[src/aic_pkg.sv]
package aic_pkg;

  localparam int AIC_DATA_W = 4;
  localparam int AIC_ADDR_W = 5;
  localparam int AIC_EVT_N  = 3;

  localparam logic [4:0] OFF_INSTR    = 5'h00;
  localparam logic [4:0] OFF_ACC      = 5'h04;
  localparam logic [4:0] OFF_CARRY    = 5'h08;
  localparam logic [4:0] OFF_CTRL     = 5'h0c;
  localparam logic [4:0] OFF_STATUS   = 5'h10;
  localparam logic [4:0] OFF_IRQ_STAT = 5'h14;
  localparam logic [4:0] OFF_IRQ_CLR  = 5'h18;
  localparam logic [4:0] OFF_IRQ_EN   = 5'h1c;

  localparam int INSTR_OP_LSB  = 4;
  localparam int INSTR_IMM_LSB = 0;
  localparam int CTRL_COMP_BIT = 3;
  localparam int STAT_DONE_BIT = 0;
  localparam int STAT_SKIP_BIT = 1;
  localparam int EVT_DONE_BIT  = 0;
  localparam int EVT_SKIP_BIT  = 1;
  localparam int EVT_OVF_BIT   = 2;

  localparam logic [3:0] ACC_RST   = 4'h0;
  localparam logic [3:0] CTRL_RST  = 4'h0;
  localparam logic       CARRY_RST = 1'b0;

  typedef enum logic [3:0] {
    OP_NOP,
    OP_ADD_IMM,
    OP_CONVERT_START,
    OP_SKIP_IF_DONE,
    OP_LOAD_IMM
  } aic_op_t;

endpackage

[src/aic_add4.sv]
`timescale 1ns/1ps
module aic_add4
  import aic_pkg::*;
#(
  parameter int W = AIC_DATA_W
) (
  input  wire logic [W-1:0] a,
  input  wire logic [W-1:0] b,
  output logic      [W-1:0] sum,
  output logic              ovf
);

  logic [W:0] full;

  // Overflow is the carry out of the top bit
  always_comb begin
    full = {1'b0, a} + {1'b0, b};
    sum  = full[W-1:0];
    ovf  = full[W];
  end

endmodule // aic_add4

[src/aic_irq.sv]
`timescale 1ns/1ps
module aic_irq
  import aic_pkg::*;
#(
  parameter int N = AIC_EVT_N
) (
  input  wire logic         mclk,
  input  wire logic         resetn,
  input  wire logic [N-1:0] evt,
  input  wire logic         clrWe,
  input  wire logic [N-1:0] clrData,
  input  wire logic         enWe,
  input  wire logic [N-1:0] enData,
  output logic      [N-1:0] status,
  output logic      [N-1:0] enable,
  output logic              irq
);

  logic [N-1:0] next_status;
  logic [N-1:0] next_enable;
  logic         next_irq;

  // A new event wins over a clear in the same cycle
  always_comb begin
    next_status = status;
    next_enable = enable;
    if (clrWe) begin
      next_status = next_status & ~clrData;
    end
    next_status = next_status | evt;
    if (enWe) begin
      next_enable = enData;
    end
    next_irq = |(next_status & next_enable);
  end

  always_ff @(posedge mclk or negedge resetn) begin
    if (!resetn) begin
      status <= '0;
      enable <= '0;
      irq    <= 1'b0;
    end else begin
      status <= next_status;
      enable <= next_enable;
      irq    <= next_irq;
    end
  end

endmodule // aic_irq

[src/aic_exec.sv]
// Notes on behaviour
// - Add-immediate adds the immediate field to the accumulator, result kept.
// - Add-immediate leaves the carry flag unchanged.
// - Add-immediate overflow skips the next instruction; otherwise no skip.
// - Convert-start clears the conversion-done flag.
// - Convert-start with comparator select zero launches a conversion.
// - Convert-start with comparator select one launches a comparator run.
// - Comparator select is bit 3 of the converter control register.
// - Done test skips next when flag set, then clears the flag.
`timescale 1ns/1ps
module aic_exec
  import aic_pkg::*;
(
  input  wire logic                  mclk,
  input  wire logic                  resetn,
  input  wire logic [AIC_ADDR_W-1:0] avs_address,
  input  wire logic                  avs_read,
  input  wire logic                  avs_write,
  input  wire logic [31:0]           avs_writedata,
  input  wire logic [3:0]            avs_byteenable,
  output logic      [31:0]           avs_readdata,
  output logic                       avs_waitrequest,
  input  wire logic                  convDone,
  output logic                       convStart,
  output logic                       compStart,
  output logic                       irq
);

  logic [3:0]           acc;
  logic [3:0]           next_acc;
  logic                 carry;
  logic                 next_carry;
  logic [3:0]           ctrl;
  logic [3:0]           next_ctrl;
  logic                 doneFlag;
  logic                 next_doneFlag;
  logic                 skipPending;
  logic                 next_skipPending;
  logic [7:0]           lastInstr;
  logic [7:0]           next_lastInstr;
  logic                 next_convStart;
  logic                 next_compStart;
  logic                 next_waitrequest;
  logic [31:0]          next_readdata;
  logic                 wrEn;
  logic                 instrTake;
  logic                 doneClr;
  aic_op_t              op;
  logic [3:0]           imm;
  logic [3:0]           addSum;
  logic                 addOvf;
  logic                 execAdd;
  logic                 execStart;
  logic                 execTest;
  logic [AIC_EVT_N-1:0] evt;
  logic [AIC_EVT_N-1:0] irqStatus;
  logic [AIC_EVT_N-1:0] irqEnable;

  // One write strobe per register offset
  function automatic logic wr_hit(input logic                  we,
                                  input logic [AIC_ADDR_W-1:0] addr,
                                  input logic [AIC_ADDR_W-1:0] off);
    return we && (addr == off);
  endfunction

  // Bus decode and instruction fields
  always_comb begin
    wrEn = avs_write && !avs_waitrequest && avs_byteenable[0];
    instrTake = wr_hit(wrEn, avs_address, OFF_INSTR);
    op = aic_op_t'(avs_writedata[INSTR_OP_LSB +: 4]);
    imm = avs_writedata[INSTR_IMM_LSB +: 4];
    execAdd = instrTake && !skipPending && (op == OP_ADD_IMM);
    execStart = instrTake && !skipPending && (op == OP_CONVERT_START);
    execTest = instrTake && !skipPending && (op == OP_SKIP_IF_DONE);
  end

  aic_add4 #(
    .W (AIC_DATA_W)
  ) u_add (
    .a   (acc),
    .b   (imm),
    .sum (addSum),
    .ovf (addOvf)
  );

  // One wait state: the answer is registered on the same edge that drops waitrequest
  always_comb begin
    next_waitrequest = 1'b1;
    next_readdata = avs_readdata;
    if ((avs_read || avs_write) && avs_waitrequest) begin
      next_waitrequest = 1'b0;
      next_readdata = 32'h0000_0000;
      if (avs_read) begin
        unique case (avs_address)
          OFF_INSTR:    next_readdata[7:0] = lastInstr;
          OFF_ACC:      next_readdata[3:0] = acc;
          OFF_CARRY:    next_readdata[0] = carry;
          OFF_CTRL:     next_readdata[3:0] = ctrl;
          OFF_STATUS: begin
            next_readdata[STAT_DONE_BIT] = doneFlag;
            next_readdata[STAT_SKIP_BIT] = skipPending;
          end
          OFF_IRQ_STAT: next_readdata[AIC_EVT_N-1:0] = irqStatus;
          OFF_IRQ_EN:   next_readdata[AIC_EVT_N-1:0] = irqEnable;
          default:      next_readdata = 32'h0000_0000;
        endcase
      end
    end
  end

  // Instruction execution
  always_comb begin
    next_acc = acc;
    next_carry = carry;
    next_ctrl = ctrl;
    next_skipPending = skipPending;
    next_lastInstr = lastInstr;
    next_convStart = 1'b0;
    next_compStart = 1'b0;
    doneClr = 1'b0;
    if (instrTake) begin
      next_lastInstr = avs_writedata[7:0];
      if (skipPending) begin
        next_skipPending = 1'b0;
      end else begin
        unique case (op)
          OP_ADD_IMM: begin
            next_acc = addSum;
            next_skipPending = addOvf;
          end
          OP_CONVERT_START: begin
            doneClr = 1'b1;
            if (ctrl[CTRL_COMP_BIT]) begin
              next_compStart = 1'b1;
            end else begin
              next_convStart = 1'b1;
            end
          end
          OP_SKIP_IF_DONE: begin
            if (doneFlag) begin
              next_skipPending = 1'b1;
              doneClr = 1'b1;
            end
          end
          OP_LOAD_IMM: next_acc = imm;
          OP_NOP:      next_acc = acc;
          default:     next_acc = acc;
        endcase
      end
    end
    // Carry is only written from the bus, never by add-immediate
    if (wr_hit(wrEn, avs_address, OFF_CARRY)) begin
      next_carry = avs_writedata[0];
    end
    if (wr_hit(wrEn, avs_address, OFF_ACC)) begin
      next_acc = avs_writedata[3:0];
    end
    if (wr_hit(wrEn, avs_address, OFF_CTRL)) begin
      next_ctrl = avs_writedata[3:0];
    end
    // Completion from the converter wins over a clear
    next_doneFlag = convDone ? 1'b1 : (doneClr ? 1'b0 : doneFlag);
    evt = '0;
    evt[EVT_DONE_BIT] = convDone;
    evt[EVT_SKIP_BIT] = instrTake && skipPending;
    evt[EVT_OVF_BIT] = execAdd && addOvf;
  end

  always_ff @(posedge mclk or negedge resetn) begin
    if (!resetn) begin
      acc             <= ACC_RST;
      carry           <= CARRY_RST;
      ctrl            <= CTRL_RST;
      doneFlag        <= 1'b0;
      skipPending     <= 1'b0;
      lastInstr       <= 8'h00;
      convStart       <= 1'b0;
      compStart       <= 1'b0;
      avs_waitrequest <= 1'b1;
      avs_readdata    <= 32'h0000_0000;
    end else begin
      acc             <= next_acc;
      carry           <= next_carry;
      ctrl            <= next_ctrl;
      doneFlag        <= next_doneFlag;
      skipPending     <= next_skipPending;
      lastInstr       <= next_lastInstr;
      convStart       <= next_convStart;
      compStart       <= next_compStart;
      avs_waitrequest <= next_waitrequest;
      avs_readdata    <= next_readdata;
    end
  end

  aic_irq #(
    .N (AIC_EVT_N)
  ) u_irq (
    .mclk    (mclk),
    .resetn  (resetn),
    .evt     (evt),
    .clrWe   (wr_hit(wrEn, avs_address, OFF_IRQ_CLR)),
    .clrData (avs_writedata[AIC_EVT_N-1:0]),
    .enWe    (wr_hit(wrEn, avs_address, OFF_IRQ_EN)),
    .enData  (avs_writedata[AIC_EVT_N-1:0]),
    .status  (irqStatus),
    .enable  (irqEnable),
    .irq     (irq)
  );
endmodule // aic_exec

[config.mk]
export PLATFORM = sky130hd
export DESIGN_NAME = aic_exec
export DESIGN_NICKNAME = d
export VERILOG_FILES = /design/src/aic_pkg.sv /design/src/aic_add4.sv /design/src/aic_irq.sv /design/src/aic_exec.sv
export SDC_FILE = /design/constraint.sdc
export NUM_CORES = 1
export LEC_CHECK = 0
export ABC_AREA = 1
export BUFFER_PORTS_ARGS = -buffer_cell sky130_fd_sc_hd__buf_2
export CAP_MARGIN = 40
export CORE_MARGIN = 2
export CORE_UTILIZATION = 54
export DETAILED_ROUTE_END_ITERATION = 7
export PLACE_DENSITY = 0.87
export SYNTH_ARGS = -nofsm -noshare
export SYNTH_HDL_FRONTEND = slang
export SYNTH_HIERARCHICAL = 1
export SYNTH_SLANG_ARGS = --single-unit
[constraint.sdc]
create_clock -name mclk -period 3.45 [get_ports mclk]
set_input_delay 1.035 -clock mclk [delete_from_list [all_inputs] [get_ports mclk]]
set_output_delay 1.035 -clock mclk [all_outputs]
set_load 0.02 [all_outputs]
==> impl_metrics.csv, run 1 <==
group,metric,value,unit
route,ant_nets,0,
clocking,post_cts_buffers,0,
route,dr.pass1.iters,5,
die,start_util,55.54,%
setup_path,worst_path_largest_cell_delay,400,ps
power,pwr-share-comb,14.1,%
route,via_count,2045,
route,drtIter0Drc,189,
place,port_buffers,30,
sta,fin_crit_sh,73.83,%
power,leakage,1.500,nW
route,wl,4977,um
clocking,cts_buffers,5,
layout,fill_cells,382,
outcome,status,"completed",
route,via_per_inst,5.190,
setup_path,worst_ep_arrival_time,2780,ps
global_route,grt-ovfl-total,0,
setup_path,cp_slowest_cell,"fa_1",
clocking,cts_tree,"built",
synth,synthCells,309,
global_route,grt_pass1_vias,1890,
synth,synth_area,2385,um2
power,power_frac_seq,44.0,%
layout,final_common_cell,"nand2_1",
power,power_frac_clock,41.9,%
global_route,grt_max_degree,38,
sta,fmax,0.3926,GHz
setup_path,cpMostUsedCell,"inv_1",
sta,hold_viol,0,
die,num_rows,24,
layout,drive_gt1_share,20.47,%
power,power_density,412.6,nW/um2
die,die_area,4964,um2
setup_path,critPathLaunchType,"input port",
place,placed_cell_area,2487,um2
die,coreArea,4294,um2
layout,final_cell_mix,"nand2_1, dfrtp_1, inv_1",
place,place_congestion,0.8966,
die,die_h,70.46,um
job,drv_cap,0,
clocking,cts_root_buffer,"clkbuf_8",
power,ir_drop,194.8,uV
global_route,antenna_found_initial,0,
power,p_int,791.2,uW
layout,fin_nets,392,
synth,synth.avg_cell_area,7.718,um2
sta,relSlewSlack,44.56,%
sta,setup_violations,0,
sta,worstMarginPinSlew,824.0,ps
setup_path,cp-end-kind,"flip-flop",
setup_path,criticalPathCategory,"input port to flip-flop",
die,io_pins,82,
clocking,hold_buffers,0,
place,dp_hpwl,3792,um
clocking,ctsHtreeMaxLevel,2,
synth,ys_types,34,
worst_hold_path,hold_class,"flip-flop to flip-flop",
layout,n_antenna_cell,0,
clocking,cts_sinks,37,
sta,clock-skew-final,10.92,ps
synth,ys_ff_latch,37,
sta,slew_viol_final,0,
synth,yosys_warnings,6,
setup_path,worstPathRequired,3680,ps
die,die_x,70.46,um
route,wl_per_cell,12.63,um
global_route,grt_pass1_wl,8556,um
sta,finalSetupTns,0,ps
power,switching_share,26.94,%
global_route,grt_usage,21.72,%
route,drcViolationCount,0,
clocking,clk_pin_slew,70,ps
setup_path,crit_chain,"buf_2, ha_1, inv_1, fa_1, o21ai_0, nand4_1, nor2_1, inv_1, nand2_1, nand2_2, nand3_2",
layout,fin_area,2625,um2
clocking,clock_path_buffers,2,
sta,rsz0062_at_grt,"false",
layout,areaGrowthSynthToFinish,10.07,%
clocking,clkLatencyLatePin,300,ps
power,switchingPower,291.8,uW
sta,min_period,2547,ps
setup_path,crit_fanout,7,
synth,ys_seq_area_share,38.88,%
setup_path,rrSetupSlack,1440,ps
clocking,post_cts_resize_count,0,
-- sequential cells by signal (all words and copies together), names as in the netlist --
name and cells:
acc 4, avs_readdata 8, avs_waitrequest 1, carry 1, compStart 1, convStart 1
ctrl 4, doneFlag 1, lastInstr 8, skipPending 1, u_irq/enable 3, u_irq/irq 1
u_irq/status 3
-- through the flow --
stage | util, % | total power, mW | hold WS, ps | worst slack [ps] | instances
3_5_place_dp | 57.93 | 0.6375 | 463.2 | 680.8 | 386
5_1_grt | 61.13 | 1.128 | 508.9 | 789.1 | 394
2_1_floorplan | - | 0.6063 | 442.0 | 1162 | 332
3_3_place_gp | 57.93 | 0.6303 | 456.0 | 717.1 | 386
4_1_cts | 61.13 | 1.088 | 480.7 | 978.4 | 394
6_report | 61.13 | 1.083 | 477.2 | 902.9 | 394
-- critical path, delay by kind of cell --
kind	cells	cell delay (ps)
AO/OA/AOI/OAI	1	220
adder cells (fa/ha/maj)	2	640
buffers and inverters	3	340
AND/OR/NAND/NOR	5	530
-- final timing paths --
kind	startpoint	to	depth (start not counted)
max	avs_writedata[0]	u_irq/irq	11
min	avs_readdata[1]	avs_readdata[1]	2
max reg2reg	acc[0]	u_irq/irq	10
min reg2reg	avs_readdata[1]	avs_readdata[1]	2
max in group asynchronous	resetn	carry	1
min in group asynchronous	resetn	acc[2]	1
-- power groups by stage --
stage                     registers, mW  clock network [mW]  logic [mW]
after detailed placement          0.485                   0       0.152
after floorplan                   0.486                   0       0.121
after global routing              0.479               0.478       0.171
after global placement            0.484                   0       0.147
after CTS                         0.477               0.459       0.153
final                             0.477               0.453       0.153
-- cell families (layout without fill, tap and decap cells) --
family	Yosys count	in the layout	synth area share (%)
and+or+nand+nor	177	177	38.14
other	1	24	0.1572
buffers and inverters	65	75	14.43
AOI/OAI and AO/OA	23	23	5.089
adders and majority gates	5	5	2.938
xor gates and xnor gates	1	1	0.3673
DFF	37	37	38.88
-- Yosys cell counts --
cell	count	area (um2)
nand2_1	94	352.8
nor2_2	3	18.77
ha_1	4	50.05
xnor2_1	1	8.760
clkbuf_1	1	3.750
nand3_1	20	100.1
inv_1	33	123.9
inv_2	2	7.510
a21oi_1	3	15.01
buf_4	25	187.7
inv_4	1	6.260
nor4_1	1	6.260
nand3_2	2	20.02
nor2_1	13	48.80
o21ai_0	13	65.06
nor2_4	1	11.26
or2_2	1	6.260
dfrtp_1	36	900.9
conb_1	1	3.750
o21ai_2	1	8.760
nor3b_2	1	12.51
nand2_4	3	33.78
buf_2	3	15.01
nand3_4	2	35.03
nor3_1	2	10.01
nor2_8	2	40.04
nor3_2	1	10.01
nand2_2	9	56.30
o21bai_1	1	7.510
o21ai_1	5	25.02
nand4_1	21	131.4
fa_1	1	20.02
nor3_4	1	16.27
dfstp_2	1	26.28
-- layer usage --
layer | global-route usage (%) | wire length [um] | vias up
met5 | 0 | 0 | -
met1 | 28.23 | 2159 | 939
met2 | 36.27 | 2427 | 84
met3 | 4.040 | 315 | 8
li1 | - | - | 1014
met4 | 7.479 | 75 | 0
-- area by class of cell --
| type | count | area [um2] | area share, % |
|---|---|---|---|
| Multi-Input combinational cell | 230 | 1200 | 45.71 |
| Inverter | 36 | 137.6 | 5.243 |
| Timing Repair Buffer | 31 | 157.7 | 6.006 |
| Sequential cell | 37 | 927.1 | 35.32 |
| Clock buffer | 5 | 68.82 | 2.622 |
| Tap cell | 52 | 65.06 | 2.479 |
| Clock inverter | 3 | 68.82 | 2.622 |
No activity file was read; power rests on OpenSTA's default activity.
==> run 2, diff against run 1 <==
- CORE_UTILIZATION: 54 -> 50
- PLACE_DENSITY: 0.87 -> 0.82
- clock period: 3.45 -> 2.6 ns (I/O delays scaled with it)
==> run 2 against run 1 <==
Combinational power grew 34%. Clock power rose by 30%. Sequential share of layout area down 0.28 points. Worst setup slack worse by 420 ps. First-iteration DRC count decreased by 50%. Non-clock buffer count up 3. Critical path type unchanged. Critical endpoint unchanged.
==> impl_metrics.csv, run 2 (synthesis results as in run 1) <==
group,metric,value,unit
outcome,status,"completed",
power,ir_drop,307.1,uV
sta,clock-skew-final,9.525,ps
sta,fmax,0.4719,GHz
place,port_buffers,30,
clocking,post_cts_resize_count,0,
clocking,cts_buffers,5,
route,wl_per_cell,12.30,um
place,post-place-ws,175.8,ps
power,pwr-share-comb,14.4,%
route,ant_nets,0,
power,power_density,538.7,nW/um2
global_route,antenna_found_initial,0,
global_route,grt_max_degree,38,
worst_hold_path,hold_class,"flip-flop to flip-flop",
sta,holdWs,478.7,ps
sta,fin_crit_sh,81.50,%
setup_path,worstPathRequired,2830,ps
sta,rsz0062_at_grt,"false",
clocking,cts_root_buffer,"clkbuf_8",
setup_path,critPathLaunchType,"input port",
sta,finalSetupTns,0,ps
setup_path,cp-end-kind,"flip-flop",
layout,final_cell_mix,"nand2_1, dfrtp_1, inv_1",
clocking,cts_sinks,37,
sta,min_period,2119,ps
place,place_congestion,0.8894,
clocking,clkLatencyLatePin,290,ps
sta,slew_viol_final,0,
die,num_rows,25,
layout,reg_top3,"avs_readdata (8), lastInstr (8)",
route,via_count,2012,
global_route,grt_pass1_wl,8176,um
place,dp_hpwl,3867,um
clocking,clk_pin_slew,70,ps
die,start_util,51.17,%
layout,n_antenna_cell,0,
clocking,hold_buffers,0,
route,wl,4906,um
global_route,grt_usage,19.95,%
route,drcViolationCount,0,
job,drv_cap,0,
power,p_int,1.047,mW
clocking,post_cts_buffers,0,
power,power_frac_clock,41.2,%
power,switchingPower,378.5,uW
route,drtIter0Drc,95,
power,power_frac_seq,44.4,%
layout,areaGrowthSynthToFinish,10.97,%
power,leakage,1.515,nW
setup_path,crit_fanout,3,
layout,drive_gt1_share,21.16,%
clocking,clock_path_buffers,2,
die,die_area,5338,um2
layout,final_common_cell,"nand2_1",
clocking,cts_tree,"built",
die,die_x,73.06,um
die,coreArea,4661,um2
layout,fin_nets,395,
route,via_per_inst,5.043,
global_route,grt-ovfl-total,0,
setup_path,criticalPathCategory,"input port to flip-flop",
sta,setup_violations,0,
power,switching_share,26.55,%
global_route,grt_pass1_vias,1812,
route,dr.pass1.iters,4,
clocking,ctsHtreeMaxLevel,2,
die,io_pins,82,
setup_path,worst_ep_arrival_time,2350,ps
die,die_h,73.06,um
sta,hold_viol,0,
sta,relSlewSlack,47.39,%
sta,worst_slack,481.0,ps
sta,worstMarginPinSlew,789.1,ps
[run 2: cell types whose count changed in the layout (fill, tap and decap cells not counted)]
cell,previous run,this run
buf_4,1,4
clkinv_2,0,1
inv_6,1,0
[run 2: worst paths after layout]
kind | slack, ps | from | to | cells past startpoint
worst max-delay path | 480 | avs_writedata[0] | u_irq/irq | 11
worst min-delay path | 480 | avs_readdata[0] | avs_readdata[0] | 2
worst max register to register | 640 | acc[0] | u_irq/irq | 10
worst min register to register | 480 | avs_readdata[0] | avs_readdata[0] | 2
max in group asynchronous | 1530 | resetn | lastInstr[0] | 1
min in group asynchronous | 560 | resetn | acc[1] | 1
[run 2: area by class of cell]
cell class / instances / area [um2]
well taps: 54 / 67.56
flip-flops and latches: 37 / 927.1
clock buffers: 5 / 68.82
fillers: 441 / 2014
multi-input cells: 230 / 1200
repair buffers: 34 / 180.2
clock inverters: 3 / 65.06
inverters: 36 / 137.6
[run 2: power groups by stage]
| stage | Sequential [mW] | Clock [mW] | Combinational [mW] |
|---|---|---|---|
| 2_1_floorplan | 0.645 | 0 | 0.160 |
| 3_3_place_gp | 0.642 | 0 | 0.198 |
| 3_5_place_dp | 0.643 | 0 | 0.205 |
| 4_1_cts | 0.633 | 0.595 | 0.205 |
| 5_1_grt | 0.636 | 0.622 | 0.229 |
| 6_report | 0.633 | 0.588 | 0.205 |
[run 2: worst max-delay path, cell delays in order]
cell	delay [ps]
buf_2	100
ha_1	190
inv_1	70
fa_1	400
o21ai_0	250
nand4_1	160
nor2_1	140
inv_1	50
nand2_1	100
nand2_2	60
nand3_2	60
[run 2: layer usage]
metal / vias to the layer above / wire length (um) / share of wire, % / track usage, %
li1: 1022 / - / - / -
met1: 926 / 2235 / 46 / 26.87
met2: 56 / 2363 / 48 / 32.23
met3: 8 / 255 / 5.2 / 4.282
met4: 0 / 51 / 1.0 / 5.967
met5: - / 0 / 0 / 0
[run 2: stage by stage]
| step | util, % | std cells | power, mW | instance area (um2) |
|---|---|---|---|---|
| 6_report | 56.78 | 399 | 1.426 | 2646 |
| 5_1_grt | 56.78 | 399 | 1.487 | 2646 |
| 4_1_cts | 56.78 | 399 | 1.433 | 2646 |
| 3_5_place_dp | 53.91 | 391 | 0.8485 | 2512 |
| 3_3_place_gp | 53.91 | 391 | 0.8403 | 2512 |
| 2_1_floorplan | - | 332 | 0.8045 | 2471 |
